### src/rtl/dcpm_pkg.sv
// Constants and types for the direct-color pixel port multiplexer
package dcpm_pkg;
   // ==========================================================
   // Register map (byte addresses)
   localparam logic [7:0] ADDR_MUX1 = 8'h00;
   localparam logic [7:0] ADDR_MUX2 = 8'h04;
   localparam logic [7:0] ADDR_STAT = 8'h08;
   localparam logic [7:0] MUX1_RST  = 8'h00;
   localparam logic [7:0] MUX2_RST  = 8'h00;
   localparam int         VGA_EN_BIT = 7;
   // ==========================================================
   // Status field positions
   localparam int ST_BPP_LSB   = 0;
   localparam int ST_RATIO_LSB = 8;
   localparam int ST_BUSW_LSB  = 16;
   localparam int ST_OK_BIT    = 24;
   localparam int ST_OVR_BIT   = 25;
   // ==========================================================
   // Mode codes
   localparam logic [7:0] M1_24A   = 8'h06;
   localparam logic [7:0] M1_24B   = 8'h07;
   localparam logic [7:0] M1_565   = 8'h05;
   localparam logic [7:0] M1_555   = 8'h04;
   localparam logic [7:0] M1_664   = 8'h03;
   localparam logic [7:0] M1_444   = 8'h01;
   localparam logic [6:0] M2_24_32 = 7'h1B;
   localparam logic [6:0] M2_24_64 = 7'h1C;
   localparam logic [6:0] M2_16_16 = 7'h02;
   localparam logic [6:0] M2_16_32 = 7'h03;
   localparam logic [6:0] M2_16_64 = 7'h04;
   localparam logic [6:0] M2_12_16 = 7'h12;
   localparam logic [6:0] M2_12_32 = 7'h13;
   localparam logic [6:0] M2_12_64 = 7'h14;
   // ==========================================================
   // Per-mode figures
   localparam logic [7:0] BPP_24 = 8'h18;
   localparam logic [7:0] BPP_16 = 8'h10;
   localparam logic [7:0] BPP_15 = 8'h0F;
   localparam logic [7:0] BPP_12 = 8'h0C;
   localparam logic [6:0] BUS_16 = 7'h10;
   localparam logic [6:0] BUS_32 = 7'h20;
   localparam logic [6:0] BUS_64 = 7'h40;
   localparam logic [2:0] RAT_1  = 3'h1;
   localparam logic [2:0] RAT_2  = 3'h2;
   localparam logic [2:0] RAT_4  = 3'h4;
   localparam logic [1:0] RESP_OKAY   = 2'h0;
   localparam logic [1:0] RESP_SLVERR = 2'h2;
   // ==========================================================
   // Types
   typedef enum logic [2:0] {FMT_NONE, FMT_24, FMT_565, FMT_555, FMT_664, FMT_444} dcpm_fmt_e;
   typedef enum logic {SH_IDLE, SH_RUN} dcpm_state_e;
endpackage

### src/rtl/dcpm_top.sv
// Direct-color pixel port multiplexer with AXI4-Lite control registers
// Summary of operation
// - Two 8-bit control registers select the pixel-port multiplexing mode.
// - Each pixel takes a mode-defined bit count of port data as color.
// - Multiplex ratio is pixels per bus load; one load per strobe pulse in a legal mode.
// - Register 2 bit 7 enables the video pass-through port when set.
// - 24-bit mode: reg1 06/07, reg2 1B ratio 1, 1C ratio 2, 8 overlay.
// - 5-6-5 mode: reg1 05, reg2 02/03/04, ratios 1/2/4, no overlay.
// - 5-5-5 mode: reg1 04, 15 data bits, 1 overlay bit, reg2 02/03/04.
// - 6-6-4 mode: reg1 03, 16 data bits, reg2 02/03/04, ratios 1/2/4.
// - 4-4-4 mode: reg1 01, 12 data, 4 overlay, reg2 12/13/14.
//
// The implementer's own choices: the AXI4-Lite slave port and the register addresses.
`timescale 1ns/10ps
`default_nettype none
module dcpm_top
   import dcpm_pkg::*;
(
   input  wire logic        aclk,
   input  wire logic        aresetn,
   input  wire logic [7:0]  s_axi_awaddr,
   input  wire logic        s_axi_awvalid,
   output var  logic        s_axi_awready,
   input  wire logic [31:0] s_axi_wdata,
   input  wire logic [3:0]  s_axi_wstrb,
   input  wire logic        s_axi_wvalid,
   output var  logic        s_axi_wready,
   output var  logic [1:0]  s_axi_bresp,
   output var  logic        s_axi_bvalid,
   input  wire logic        s_axi_bready,
   input  wire logic [7:0]  s_axi_araddr,
   input  wire logic        s_axi_arvalid,
   output var  logic        s_axi_arready,
   output var  logic [31:0] s_axi_rdata,
   output var  logic [1:0]  s_axi_rresp,
   output var  logic        s_axi_rvalid,
   input  wire logic        s_axi_rready,
   input  wire logic        pixel_load_strobe,
   input  wire logic [63:0] pixel_bus,
   output var  logic [23:0] pix_data,
   output var  logic [7:0]  pix_ovl,
   output var  logic        pix_valid,
   output var  logic        vga_port_en,
   output var  logic        mode_ok
);
   // ==========================================================
   // Mode decode
   logic [7:0]  mux1_r, mux1_nxt, mux2_r, mux2_nxt;
   dcpm_fmt_e   fmt_v;
   logic [2:0]  ratio_v;
   logic [6:0]  busw_v;
   logic [7:0]  bpp_v;
   logic [6:0]  m2;
   logic        mode_ok_v;

   always_comb begin
      fmt_v   = FMT_NONE;
      ratio_v = 3'h0;
      busw_v  = 7'h00;
      bpp_v   = 8'h00;
      m2      = mux2_r[6:0];
      unique case (mux1_r)
         M1_24A, M1_24B: begin
            if (m2 == M2_24_32) begin
               fmt_v = FMT_24; ratio_v = RAT_1; busw_v = BUS_32;
            end else if (m2 == M2_24_64) begin
               fmt_v = FMT_24; ratio_v = RAT_2; busw_v = BUS_64;
            end
         end
         M1_565, M1_555, M1_664, M1_444: begin
            if (m2 == ((mux1_r == M1_444) ? M2_12_16 : M2_16_16)) begin
               ratio_v = RAT_1; busw_v = BUS_16;
            end else if (m2 == ((mux1_r == M1_444) ? M2_12_32 : M2_16_32)) begin
               ratio_v = RAT_2; busw_v = BUS_32;
            end else if (m2 == ((mux1_r == M1_444) ? M2_12_64 : M2_16_64)) begin
               ratio_v = RAT_4; busw_v = BUS_64;
            end
            if (ratio_v != 3'h0) begin
               unique case (mux1_r)
                  M1_565: fmt_v = FMT_565;
                  M1_555: fmt_v = FMT_555;
                  M1_664: fmt_v = FMT_664;
                  default: fmt_v = FMT_444;
               endcase
            end
         end
         default: ;
      endcase
      unique case (fmt_v)
         FMT_24:           bpp_v = BPP_24;
         FMT_565, FMT_664: bpp_v = BPP_16;
         FMT_555:          bpp_v = BPP_15;
         FMT_444:          bpp_v = BPP_12;
         FMT_NONE:         bpp_v = 8'h00;
      endcase
      mode_ok_v = (fmt_v != FMT_NONE);
   end

   // ==========================================================
   // AXI4-Lite slave
   logic        aw_full_r, aw_full_nxt, w_full_r, w_full_nxt, w_strb0_r, w_strb0_nxt;
   logic [7:0]  aw_addr_r, aw_addr_nxt, w_data_r, w_data_nxt;
   logic        awready_r, awready_nxt, wready_r, wready_nxt, arready_r, arready_nxt;
   logic        bvalid_r, bvalid_nxt, rvalid_r, rvalid_nxt;
   logic [1:0]  bresp_r, bresp_nxt, rresp_r, rresp_nxt;
   logic [31:0] rdata_r, rdata_nxt, stat_v;
   logic        wr_fire, stat_rd, ovr_r;

   always_comb begin
      stat_v = 32'h0000_0000;
      stat_v[ST_BPP_LSB +: 8]   = bpp_v;
      stat_v[ST_RATIO_LSB +: 3] = ratio_v;
      stat_v[ST_BUSW_LSB +: 7]  = busw_v;
      stat_v[ST_OK_BIT]         = mode_ok_v;
      stat_v[ST_OVR_BIT]        = ovr_r;
      aw_full_nxt = aw_full_r;
      aw_addr_nxt = aw_addr_r;
      w_full_nxt  = w_full_r;
      w_data_nxt  = w_data_r;
      w_strb0_nxt = w_strb0_r;
      bvalid_nxt  = bvalid_r;
      bresp_nxt   = bresp_r;
      rvalid_nxt  = rvalid_r;
      rresp_nxt   = rresp_r;
      rdata_nxt   = rdata_r;
      mux1_nxt    = mux1_r;
      mux2_nxt    = mux2_r;
      stat_rd     = 1'b0;
      wr_fire     = aw_full_r && w_full_r && !bvalid_r;
      if (s_axi_awvalid && awready_r) begin
         aw_full_nxt = 1'b1;
         aw_addr_nxt = s_axi_awaddr;
      end
      if (s_axi_wvalid && wready_r) begin
         w_full_nxt  = 1'b1;
         w_data_nxt  = s_axi_wdata[7:0];
         w_strb0_nxt = s_axi_wstrb[0];
      end
      if (bvalid_r && s_axi_bready) begin
         bvalid_nxt = 1'b0;
      end
      if (wr_fire) begin
         aw_full_nxt = 1'b0;
         w_full_nxt  = 1'b0;
         bvalid_nxt  = 1'b1;
         bresp_nxt   = RESP_OKAY;
         if (aw_addr_r == ADDR_MUX1) begin
            if (w_strb0_r) mux1_nxt = w_data_r;
         end else if (aw_addr_r == ADDR_MUX2) begin
            if (w_strb0_r) mux2_nxt = w_data_r;
         end else if (aw_addr_r != ADDR_STAT) begin
            bresp_nxt = RESP_SLVERR;
         end
      end
      if (rvalid_r && s_axi_rready) begin
         rvalid_nxt = 1'b0;
      end
      if (s_axi_arvalid && arready_r) begin
         rvalid_nxt = 1'b1;
         rresp_nxt  = RESP_OKAY;
         rdata_nxt  = 32'h0000_0000;
         unique case (s_axi_araddr)
            ADDR_MUX1: rdata_nxt[7:0] = mux1_r;
            ADDR_MUX2: rdata_nxt[7:0] = mux2_r;
            ADDR_STAT: begin
               rdata_nxt = stat_v;
               stat_rd   = 1'b1;
            end
            default: rresp_nxt = RESP_SLVERR;
         endcase
      end
      awready_nxt = !aw_full_nxt && !bvalid_nxt;
      wready_nxt  = !w_full_nxt && !bvalid_nxt;
      arready_nxt = !rvalid_nxt;
   end

   always_ff @(posedge aclk) begin
      if (!aresetn) begin
         aw_full_r <= 1'b0;
         aw_addr_r <= 8'h00;
         w_full_r  <= 1'b0;
         w_data_r  <= 8'h00;
         w_strb0_r <= 1'b0;
         bvalid_r  <= 1'b0;
         bresp_r   <= RESP_OKAY;
         rvalid_r  <= 1'b0;
         rresp_r   <= RESP_OKAY;
         rdata_r   <= 32'h0000_0000;
         awready_r <= 1'b0;
         wready_r  <= 1'b0;
         arready_r <= 1'b0;
         mux1_r    <= MUX1_RST;
         mux2_r    <= MUX2_RST;
      end else begin
         aw_full_r <= aw_full_nxt;
         aw_addr_r <= aw_addr_nxt;
         w_full_r  <= w_full_nxt;
         w_data_r  <= w_data_nxt;
         w_strb0_r <= w_strb0_nxt;
         bvalid_r  <= bvalid_nxt;
         bresp_r   <= bresp_nxt;
         rvalid_r  <= rvalid_nxt;
         rresp_r   <= rresp_nxt;
         rdata_r   <= rdata_nxt;
         awready_r <= awready_nxt;
         wready_r  <= wready_nxt;
         arready_r <= arready_nxt;
         mux1_r    <= mux1_nxt;
         mux2_r    <= mux2_nxt;
      end
   end

   // ==========================================================
   // Load strobe and pixel shifter
   logic        q2, q3, lvl_r, lvl_nxt, rise, load_go;
   logic [63:0] pix_in_r, word_r, word_nxt;
   logic [2:0]  cnt_r, cnt_nxt;
   logic [1:0]  idx_r, idx_nxt;
   dcpm_fmt_e   frun_r, frun_nxt;
   dcpm_state_e st_r, st_nxt;
   logic [31:0] s32;
   logic [15:0] s16;
   logic [23:0] data_r, data_nxt;
   logic [7:0]  ovl_r, ovl_nxt;
   logic        valid_r, valid_nxt, ovr_nxt, vga_r, ok_r;

   dcpm_sync3 u_strobe_sync (
      .aclk    (aclk),
      .aresetn (aresetn),
      .d       (pixel_load_strobe),
      .q2      (q2),
      .q3      (q3)
   );

   always_comb begin
      lvl_nxt   = (q2 == q3) ? q3 : lvl_r;
      rise      = (q2 == q3) && q3 && !lvl_r;
      load_go   = rise && mode_ok_v;
      word_nxt  = word_r;
      cnt_nxt   = cnt_r;
      idx_nxt   = idx_r;
      frun_nxt  = frun_r;
      st_nxt    = st_r;
      data_nxt  = data_r;
      ovl_nxt   = ovl_r;
      valid_nxt = 1'b0;
      ovr_nxt   = stat_rd ? 1'b0 : ovr_r;
      s32 = word_r[{idx_r[0], 5'h00} +: 32];
      s16 = word_r[{idx_r, 4'h0} +: 16];
      if (st_r == SH_RUN) begin
         valid_nxt = 1'b1;
         idx_nxt   = idx_r + 2'h1;
         cnt_nxt   = cnt_r - 3'h1;
         if (cnt_r == 3'h1) st_nxt = SH_IDLE;
         unique case (frun_r)
            FMT_24: begin
               data_nxt = s32[23:0];
               ovl_nxt  = s32[31:24];
            end
            FMT_565, FMT_664: begin
               data_nxt = {8'h00, s16};
               ovl_nxt  = 8'h00;
            end
            FMT_555: begin
               data_nxt = {9'h000, s16[14:0]};
               ovl_nxt  = {7'h00, s16[15]};
            end
            FMT_444: begin
               data_nxt = {12'h000, s16[11:0]};
               ovl_nxt  = {4'h0, s16[15:12]};
            end
            FMT_NONE: begin
               data_nxt = 24'h00_0000;
               ovl_nxt  = 8'h00;
            end
         endcase
      end
      if (load_go) begin
         if (st_r == SH_RUN && cnt_r != 3'h1) ovr_nxt = 1'b1;
         word_nxt = pix_in_r;
         cnt_nxt  = ratio_v;
         idx_nxt  = 2'h0;
         frun_nxt = fmt_v;
         st_nxt   = SH_RUN;
      end
   end

   always_ff @(posedge aclk) begin
      if (!aresetn) begin
         lvl_r    <= 1'b0;
         pix_in_r <= 64'h0000_0000_0000_0000;
         word_r   <= 64'h0000_0000_0000_0000;
         cnt_r    <= 3'h0;
         idx_r    <= 2'h0;
         frun_r   <= FMT_NONE;
         st_r     <= SH_IDLE;
         data_r   <= 24'h00_0000;
         ovl_r    <= 8'h00;
         valid_r  <= 1'b0;
         ovr_r    <= 1'b0;
         vga_r    <= 1'b0;
         ok_r     <= 1'b0;
      end else begin
         lvl_r    <= lvl_nxt;
         pix_in_r <= pixel_bus;
         word_r   <= word_nxt;
         cnt_r    <= cnt_nxt;
         idx_r    <= idx_nxt;
         frun_r   <= frun_nxt;
         st_r     <= st_nxt;
         data_r   <= data_nxt;
         ovl_r    <= ovl_nxt;
         valid_r  <= valid_nxt;
         ovr_r    <= ovr_nxt;
         vga_r    <= mux2_r[VGA_EN_BIT];
         ok_r     <= mode_ok_v;
      end
   end

   assign s_axi_awready = awready_r;
   assign s_axi_wready  = wready_r;
   assign s_axi_bresp   = bresp_r;
   assign s_axi_bvalid  = bvalid_r;
   assign s_axi_arready = arready_r;
   assign s_axi_rdata   = rdata_r;
   assign s_axi_rresp   = rresp_r;
   assign s_axi_rvalid  = rvalid_r;
   assign pix_data      = data_r;
   assign pix_ovl       = ovl_r;
   assign pix_valid     = valid_r;
   assign vga_port_en   = vga_r;
   assign mode_ok       = ok_r;
endmodule
`default_nettype wire

### src/rtl/dcpm_sync3.sv
// Three-stage synchroniser for an input from outside the clock domain
`timescale 1ns/10ps
`default_nettype none
module dcpm_sync3 (
   input  wire logic aclk,
   input  wire logic aresetn,
   input  wire logic d,
   output var  logic q2,
   output var  logic q3
);
   logic q1_r;
   logic q2_r;
   logic q3_r;
   logic q1_nxt;
   logic q2_nxt;
   logic q3_nxt;

   always_comb begin
      q1_nxt = d;
      q2_nxt = q1_r;
      q3_nxt = q2_r;
   end

   always_ff @(posedge aclk) begin
      if (!aresetn) begin
         q1_r <= 1'b0;
         q2_r <= 1'b0;
         q3_r <= 1'b0;
      end else begin
         q1_r <= q1_nxt;
         q2_r <= q2_nxt;
         q3_r <= q3_nxt;
      end
   end

   assign q2 = q2_r;
   assign q3 = q3_r;
endmodule
`default_nettype wire

### config.mk
export PLATFORM = sky130hd
export DESIGN_NAME = dcpm_top
export DESIGN_NICKNAME = d
export VERILOG_FILES = /design/src/rtl/dcpm_pkg.sv /design/src/rtl/dcpm_top.sv /design/src/rtl/dcpm_sync3.sv
export SDC_FILE = /design/constraint.sdc
export NUM_CORES = 1
export LEC_CHECK = 0
export BUFFER_PORTS_ARGS = -buffer_cell sky130_fd_sc_hd__buf_2
export CAP_MARGIN = 20
export CORE_ASPECT_RATIO = 0.75
export CORE_MARGIN = 2
export CORE_UTILIZATION = 55
export DETAILED_ROUTE_END_ITERATION = 6
export PLACE_DENSITY_LB_ADDON = 0.08
export SLEW_MARGIN = 20
export SYNTH_ARGS = -nofsm -noshare
export SYNTH_HDL_FRONTEND = slang
export SYNTH_SLANG_ARGS = --single-unit
### constraint.sdc
create_clock -name aclk -period 2.53 [get_ports aclk]
set_input_delay 0.3795 -clock aclk [delete_from_list [all_inputs] [get_ports aclk]]
set_output_delay 0.3795 -clock aclk [all_outputs]
set_load 0.01 [all_outputs]
== Word level (Yosys, flattened, before mapping) ==
Cells that the tools add are included.

* Register bits: 253
* Logic and storage cells: 149

* Add/subtract/negate cells: 2
* Equality and inequality tests: 28
* Shift operators: 2
* Muxes and demuxes: 49
* Bitwise gates (word level): 2
* Reduce and logical (&&, ||, !) cells: 35

{| class="wikitable"
|+ Operators by type and width
! cell !! count
|-
| one-hot mux 24 bit (5 select lines) || 1
|-
| variable part select 64 x 7 -> 16 bit || 1
|-
| variable part select 64 x 7 -> 32 bit || 1
|-
| == test 8 x 3 -> 1 bit (second input constant) || 6
|-
| one-hot mux 8 bit (5 select lines) || 1
|-
| two-way mux 7 bit || 5
|-
| one-hot mux 8 bit (4 select lines) || 1
|-
| one-hot mux 8 bit (3 select lines) || 1
|-
| == test 7 x 5 -> 1 bit || 3
|-
| two-way mux 3 bit || 7
|-
| two-way mux 1 bit || 19
|-
| two-way mux 18 bit || 1
|-
| logical NOT 8 bit || 2
|-
| two-way mux 5 bit || 3
|-
| == test 7 x 5 -> 1 bit (second input constant) || 2
|-
| one-hot mux 7 bit (2 select lines) || 1
|-
| logical AND 1 bit || 13
|-
| == test 3 x 2 -> 1 bit (second input constant) || 4
|-
| == test 3 bit (second input constant) || 4
|-
| two-way mux 2 bit || 6
|-
| one-hot mux 3 bit (2 select lines) || 2
|-
| == test 3 x 1 -> 1 bit (second input constant) || 3
|-
| one-hot mux 3 bit (3 select lines) || 1
|-
| == test 8 x 1 -> 1 bit (second input constant) || 1
|-
| other kinds (17) || 29
|}

== Depth between registers and ports, before layout ==
* Word-level depth: 14
* Gate-level depth with buffers: 7

== Hierarchy ==
A second synthesis with hierarchy kept.

* Cells, all modules: 1021
* Area total of the unflattened synthesis: 9924.5 um^2

{| class="wikitable"
|+ Modules (own cells, without submodules)
! module !! times used !! cells each !! area each (um^2) !! sequential area each (um^2)
|-
| dcpm_top || 1 || 1015 || 9845.7 || 4644.5
|-
| dcpm_sync3 || 1 || 6 || 78.8 || 60.1
|}

== Worst setup path after synthesis ==
Ideal clock, no wire load.

* Path kind: register -> register
* Start point: register mux1_r[7]
* End point: register cnt_r[2]
* Library setup time: 72 ps
* Arrival time: 1789 ps
* Setup slack: 669 ps
* Stages on the path, launching flop included: 8
* Period minus slack after synthesis: 1861 ps
* Path through: dfxtp_1 nor4_4 o211ai_2 o21ai_4 and2_4 buf_12 buf_12 mux2i_1

* Longest elaborated chain between the ends: 13
* Elaborated cells on any way between the ends: 27
* Classes of those cells: 9 x eq/ne; 12 x mux; 6 x reduce/logical

{| class="wikitable"
|+ Ends and longest elaborated chain
! what !! RTL line !! source
|-
| start: declaration || dcpm_top.sv:48 || <nowiki>logic [7:0] mux1_r, mux1_nxt, mux2_r, mux2_nxt;</nowiki>
|-
| start signal: assignment || dcpm_top.sv:208 || <nowiki>mux1_r <= mux1_nxt;</nowiki>
|-
| == test 8 x 1 -> 1 bit || -- ||
|-
| two-way mux 5 bit || dcpm_top.sv:75 || <nowiki>end else if (m2 == ((mux1_r == M1_444) ? M2_12_64 : M2_16_64)) begin</nowiki>
|-
| == test 7 x 5 -> 1 bit || dcpm_top.sv:75 ||
|-
| two-way mux 3 bit || dcpm_top.sv:75 ||
|-
| two-way mux 3 bit || dcpm_top.sv:73 || <nowiki>end else if (m2 == ((mux1_r == M1_444) ? M2_12_32 : M2_16_32)) begin</nowiki>
|-
| two-way mux 3 bit || dcpm_top.sv:71 || <nowiki>if (m2 == ((mux1_r == M1_444) ? M2_12_16 : M2_16_16)) begin</nowiki>
|-
| two-way mux 3 bit || dcpm_top.sv:62 || <nowiki>unique case (mux1_r)</nowiki>
|-
| nonzero test 3 bit || dcpm_top.sv:78 || <nowiki>if (ratio_v != 3'h0) begin</nowiki>
|-
| two-way mux 3 bit || dcpm_top.sv:78 ||
|-
| one-hot mux 3 bit (2 select lines) || dcpm_top.sv:62 ||
|-
| nonzero test 3 bit || dcpm_top.sv:96 || <nowiki>mode_ok_v = (fmt_v != FMT_NONE);</nowiki>
|-
| logical AND 1 bit || dcpm_top.sv:238 || <nowiki>load_go = rise && mode_ok_v;</nowiki>
|-
| two-way mux 3 bit / nonzero test 2 bit (equally long branches) || -- ||
|-
| end signal: assignment || dcpm_top.sv:307 || <nowiki>cnt_r <= cnt_nxt;</nowiki>
|-
| end: declaration || dcpm_top.sv:217 || <nowiki>logic [2:0] cnt_r, cnt_nxt;</nowiki>
|}

Several ways; a longest one is shown, not always the timed one. The select of a mux whose other input is x is not followed.
A chain may end at the register's enable or synchronous reset.

== Worst setup path in the final report ==
* Start point: register mux2_r[2]
* End point: register word_r[2]

* Longest elaborated chain between the ends: 10
* Elaborated cells on any way between the ends: 16
* Classes of those cells: 5 x eq/ne; 8 x mux; 3 x reduce/logical

{| class="wikitable"
|+ Ends and longest elaborated chain
! what !! RTL line !! source
|-
| start: declaration || dcpm_top.sv:48 ||
|-
| start signal: assignment || dcpm_top.sv:209 || <nowiki>mux2_r <= mux2_nxt;</nowiki>
|-
| == test 7 x 5 -> 1 bit || dcpm_top.sv:75 ||
|-
| two-way mux 3 bit || dcpm_top.sv:75 ||
|-
| two-way mux 3 bit || dcpm_top.sv:73 ||
|-
| two-way mux 3 bit || dcpm_top.sv:71 ||
|-
| two-way mux 3 bit || dcpm_top.sv:62 ||
|-
| nonzero test 3 bit || dcpm_top.sv:78 ||
|-
| two-way mux 3 bit || dcpm_top.sv:78 ||
|-
| one-hot mux 3 bit (2 select lines) * || dcpm_top.sv:62 ||
|-
| nonzero test 3 bit * || dcpm_top.sv:96 ||
|-
| logical AND 1 bit * || dcpm_top.sv:238 ||
|-
| end signal: assignment || dcpm_top.sv:306 || <nowiki>word_r <= word_nxt;</nowiki>
|-
| end: declaration || dcpm_top.sv:216 || <nowiki>logic [63:0] pix_in_r, word_r, word_nxt;</nowiki>
|}

Mark *: on every way between the ends. The rest lies on a longest branch, timed or not. The select of a mux whose other input is x is not followed.

==> results.sh <==
export IMPL_area_growth_pct=17.00
export IMPL_synth_seq_cells=235
export IMPL_vias_per_cell=5.271
export IMPL_avgSynthCellArea_sq_um=9.784
export IMPL_layout_commonest_cell="dfxtp_1"
export IMPL_status="complete, no violations"
export IMPL_relSlewSlack=0.5192
export IMPL_grt_max_degree=160
export IMPL_gp_congestion=0.8640
export IMPL_p_leak_nw=4.500
export IMPL_placementRows=41
export IMPL_cts_max_path_buffers=3
export IMPL_layout_nets=1238
export IMPL_synth_edff_count=0
export IMPL_grt_usage=0.2364
export IMPL_synthFlopType="dfxtp_1"
export IMPL_start_kind="flip-flop"
export IMPL_dieArea_sq_um=18630
export IMPL_tns_ns=0
export IMPL_synth_area_leaders="dfxtp_1 49%, mux2i_1 9.5%, nand2_1 7.2%"
export IMPL_gr_total_overflow=0
export IMPL_fmax_mhz=461.1
export IMPL_reg2reg_depth=6
export IMPL_fin_crit_ns=2.169
export IMPL_netlist_area_leader_share=0.4877
export IMPL_synth_area_sq_um=9647
export IMPL_cp_end_kind="flip-flop"
export IMPL_tightest_slew_ns=0.7201
export IMPL_finalInstanceArea_sq_um=11290
export IMPL_totalWireLength_mm=22.01
export IMPL_cts_resized=0
export IMPL_dieWidth_um=156.9
export IMPL_hold_path_depth=2
export IMPL_drv_cap=0
export IMPL_drc_errors=0
export IMPL_fillers=1391
export IMPL_rsz0062_at_grt="false"
export IMPL_r2r_start="mux2_r[2]"
export IMPL_cp_max_fo=21
export IMPL_required_ns=2.96
export IMPL_cts_root_buf="clkbuf_16"
export IMPL_holdCritStartpoint="pixel_bus[58]"
export IMPL_setup_viol=0
export IMPL_yosysWarnings=0
export IMPL_dp_hpwl_mm=15.35
export IMPL_first_pass_iters=6
export IMPL_io_buffers=154
export IMPL_first_global_vias=6477
export IMPL_diodes=0
export IMPL_postCtsHoldBufs=0
export IMPL_worstSkewPairLatency_ns=0.52
export IMPL_htree_levels=1
export IMPL_finalNonFillerCells=1364
export IMPL_min_path_type="input port to flip-flop"
export IMPL_r2r_slack_ns=0.36
export IMPL_via_count=7189
export IMPL_peakVddDrop_mv=0.4332
export IMPL_cp_startpoint="mux2_r[2]"
export IMPL_fin_crit_sh=0.8572
export IMPL_dp_cells=1322
export IMPL_antenna_found_initial=0
export IMPL_hold_path_endpoint="pix_in_r[58]"
export IMPL_numCtsBuffers=23
export IMPL_cts_tree="yes"
export IMPL_ys_seq_area_frac=0.4877
export IMPL_placed_cell_area_sq_um=10470
export IMPL_path_clk_slew_ns=0.06
export IMPL_pin_count=200
export IMPL_layout_common_cells="233 x dfxtp_1, 186 x nand2_1, 153 x buf_2, 92 x mux2i_1, 74 x and2_1"
export IMPL_slew_violations=0
export IMPL_grt_pass1_wl_mm=35.00
export IMPL_yosys_cell_types_count=59
export IMPL_postCtsSetupBuffers=0
export IMPL_rr_endpoint="word_r[2]"
export IMPL_skew_ns=0.01327
export IMPL_start_util=0.5681
export IMPL_drtIter0Drc=504
export IMPL_design_core_area_sq_um=16980
export IMPL_path_class="flip-flop to flip-flop"
export IMPL_yosys_area_top_type="dfxtp_1"
export IMPL_drive_above_1_share=0.2447
export IMPL_arrival_ns=2.60
export IMPL_hold_viol_final=0
export IMPL_async_reset_ff_frac=0
export IMPL_avgRoutedWirePerCell_um=16.14
export IMPL_p_per_area_nw_per_um2=683.9
export IMPL_syn_instance_count=986
export IMPL_fp_dieH_um=118.7
export IMPL_cts_sinks=235
export IMPL_antenna_left=0
## critical path: stages, from the launching register on
cell and delay [ns]:
dfxtp_1 0.43, nor3b_2 0.50, o2111ai_2 0.25, o21ai_4 0.11, and2_4 0.33, buf_12 0.23
mux2i_1 0.21
## layer usage
layer  vias to the layer above  part of all wire  GRT usage  wire (um)
met5                         -                 0          0          0
met4                         0             0.010    0.03842        227
met1                      3345              0.55     0.4074      12060
met2                       240              0.37     0.2993       8165
li1                       3583                 -          -          -
met3                        21             0.071    0.04144       1560
## worst max path at each step
stage                 end  slack [ns]  cells after the start
6_report        word_r[2]        0.36                      6
5_1_grt        word_r[11]        0.19                      6
4_1_cts         word_r[2]        0.39                      6
3_5_place_dp   word_r[21]        0.44                      6
3_3_place_gp    word_r[2]        0.47                      6
2_1_floorplan    cnt_r[2]        0.67                      7
## cell usage after synthesis (all sizes together), types with 2 or more instances
master   instances
a22oi           18
mux2i           92
nor4             3
nand3           15
nand4            9
a211oi           7
a21oi           52
and2            75
inv              5
o211ai           3
o31ai            2
ha               3
xor2             2
and3             2
nor2            45
dfxtp          235
nor2b            5
xnor2            4
o21ai           25
nor3b            2
nand2          186
nand2b          16
a32oi            7
mux4            16
mux2            34
and4b            2
a2bb2oi          5
clkbuf          54
buf             35
o21a             2
nor3             8
## layout make-up
class | instances | area, sq um | share of cell area
inverters | 5 | 18.77 | 0.001663
clock buffers | 30 | 651.9 | 0.05775
multi-input cells | 674 | 4451 | 0.3943
clock inverters | 12 | 163.9 | 0.01452
flip-flops and latches | 235 | 4707 | 0.4170
repair buffers | 172 | 999.7 | 0.08857
well taps | 236 | 295.3 | 0.02616
## logic make-up after synthesis
group	after synthesis	share of synthesized area
compound gates	130	0.08651
fa+ha+maj	3	0.003891
flops	235	0.4877
xor+xnor	6	0.005447
other cells	1	0.0003887
buf+inv	94	0.05759
simple gates	375	0.1860
mux	142	0.1725
## stage by stage
stage,hold slack (ns),utilization,setup WS (ns),power (mW)
after floorplan,0.4119,-,0.6695,4.082
after global placement,0.4164,0.6167,0.4662,4.195
after detailed placement,0.4211,0.6167,0.4409,4.196
after CTS,0.05313,0.6647,0.3949,7.781
after global routing,0.05886,0.6647,0.1862,7.978
final,0.06704,0.6647,0.3613,7.719
## state kept, by name, summed over array words and instances (netlist names), 2 cells and up
signal and cells:
aw_addr_r 8, pix_ovl 8, word_r 64, frun_r 3, idx_r 2, cnt_r 3, mux2_r 8, s_axi_rdata 16
pix_data 24, w_data_r 8, pix_in_r 64, mux1_r 8
## report_power, final
group          total [mW]  switching [mW]  internal (mW)
sequential           3.82          0.0375           3.78
combinational       0.297           0.172          0.125
clock                3.61            1.45           2.15
total                7.72            1.66           6.06
Power figures use the tool's default switching activity.
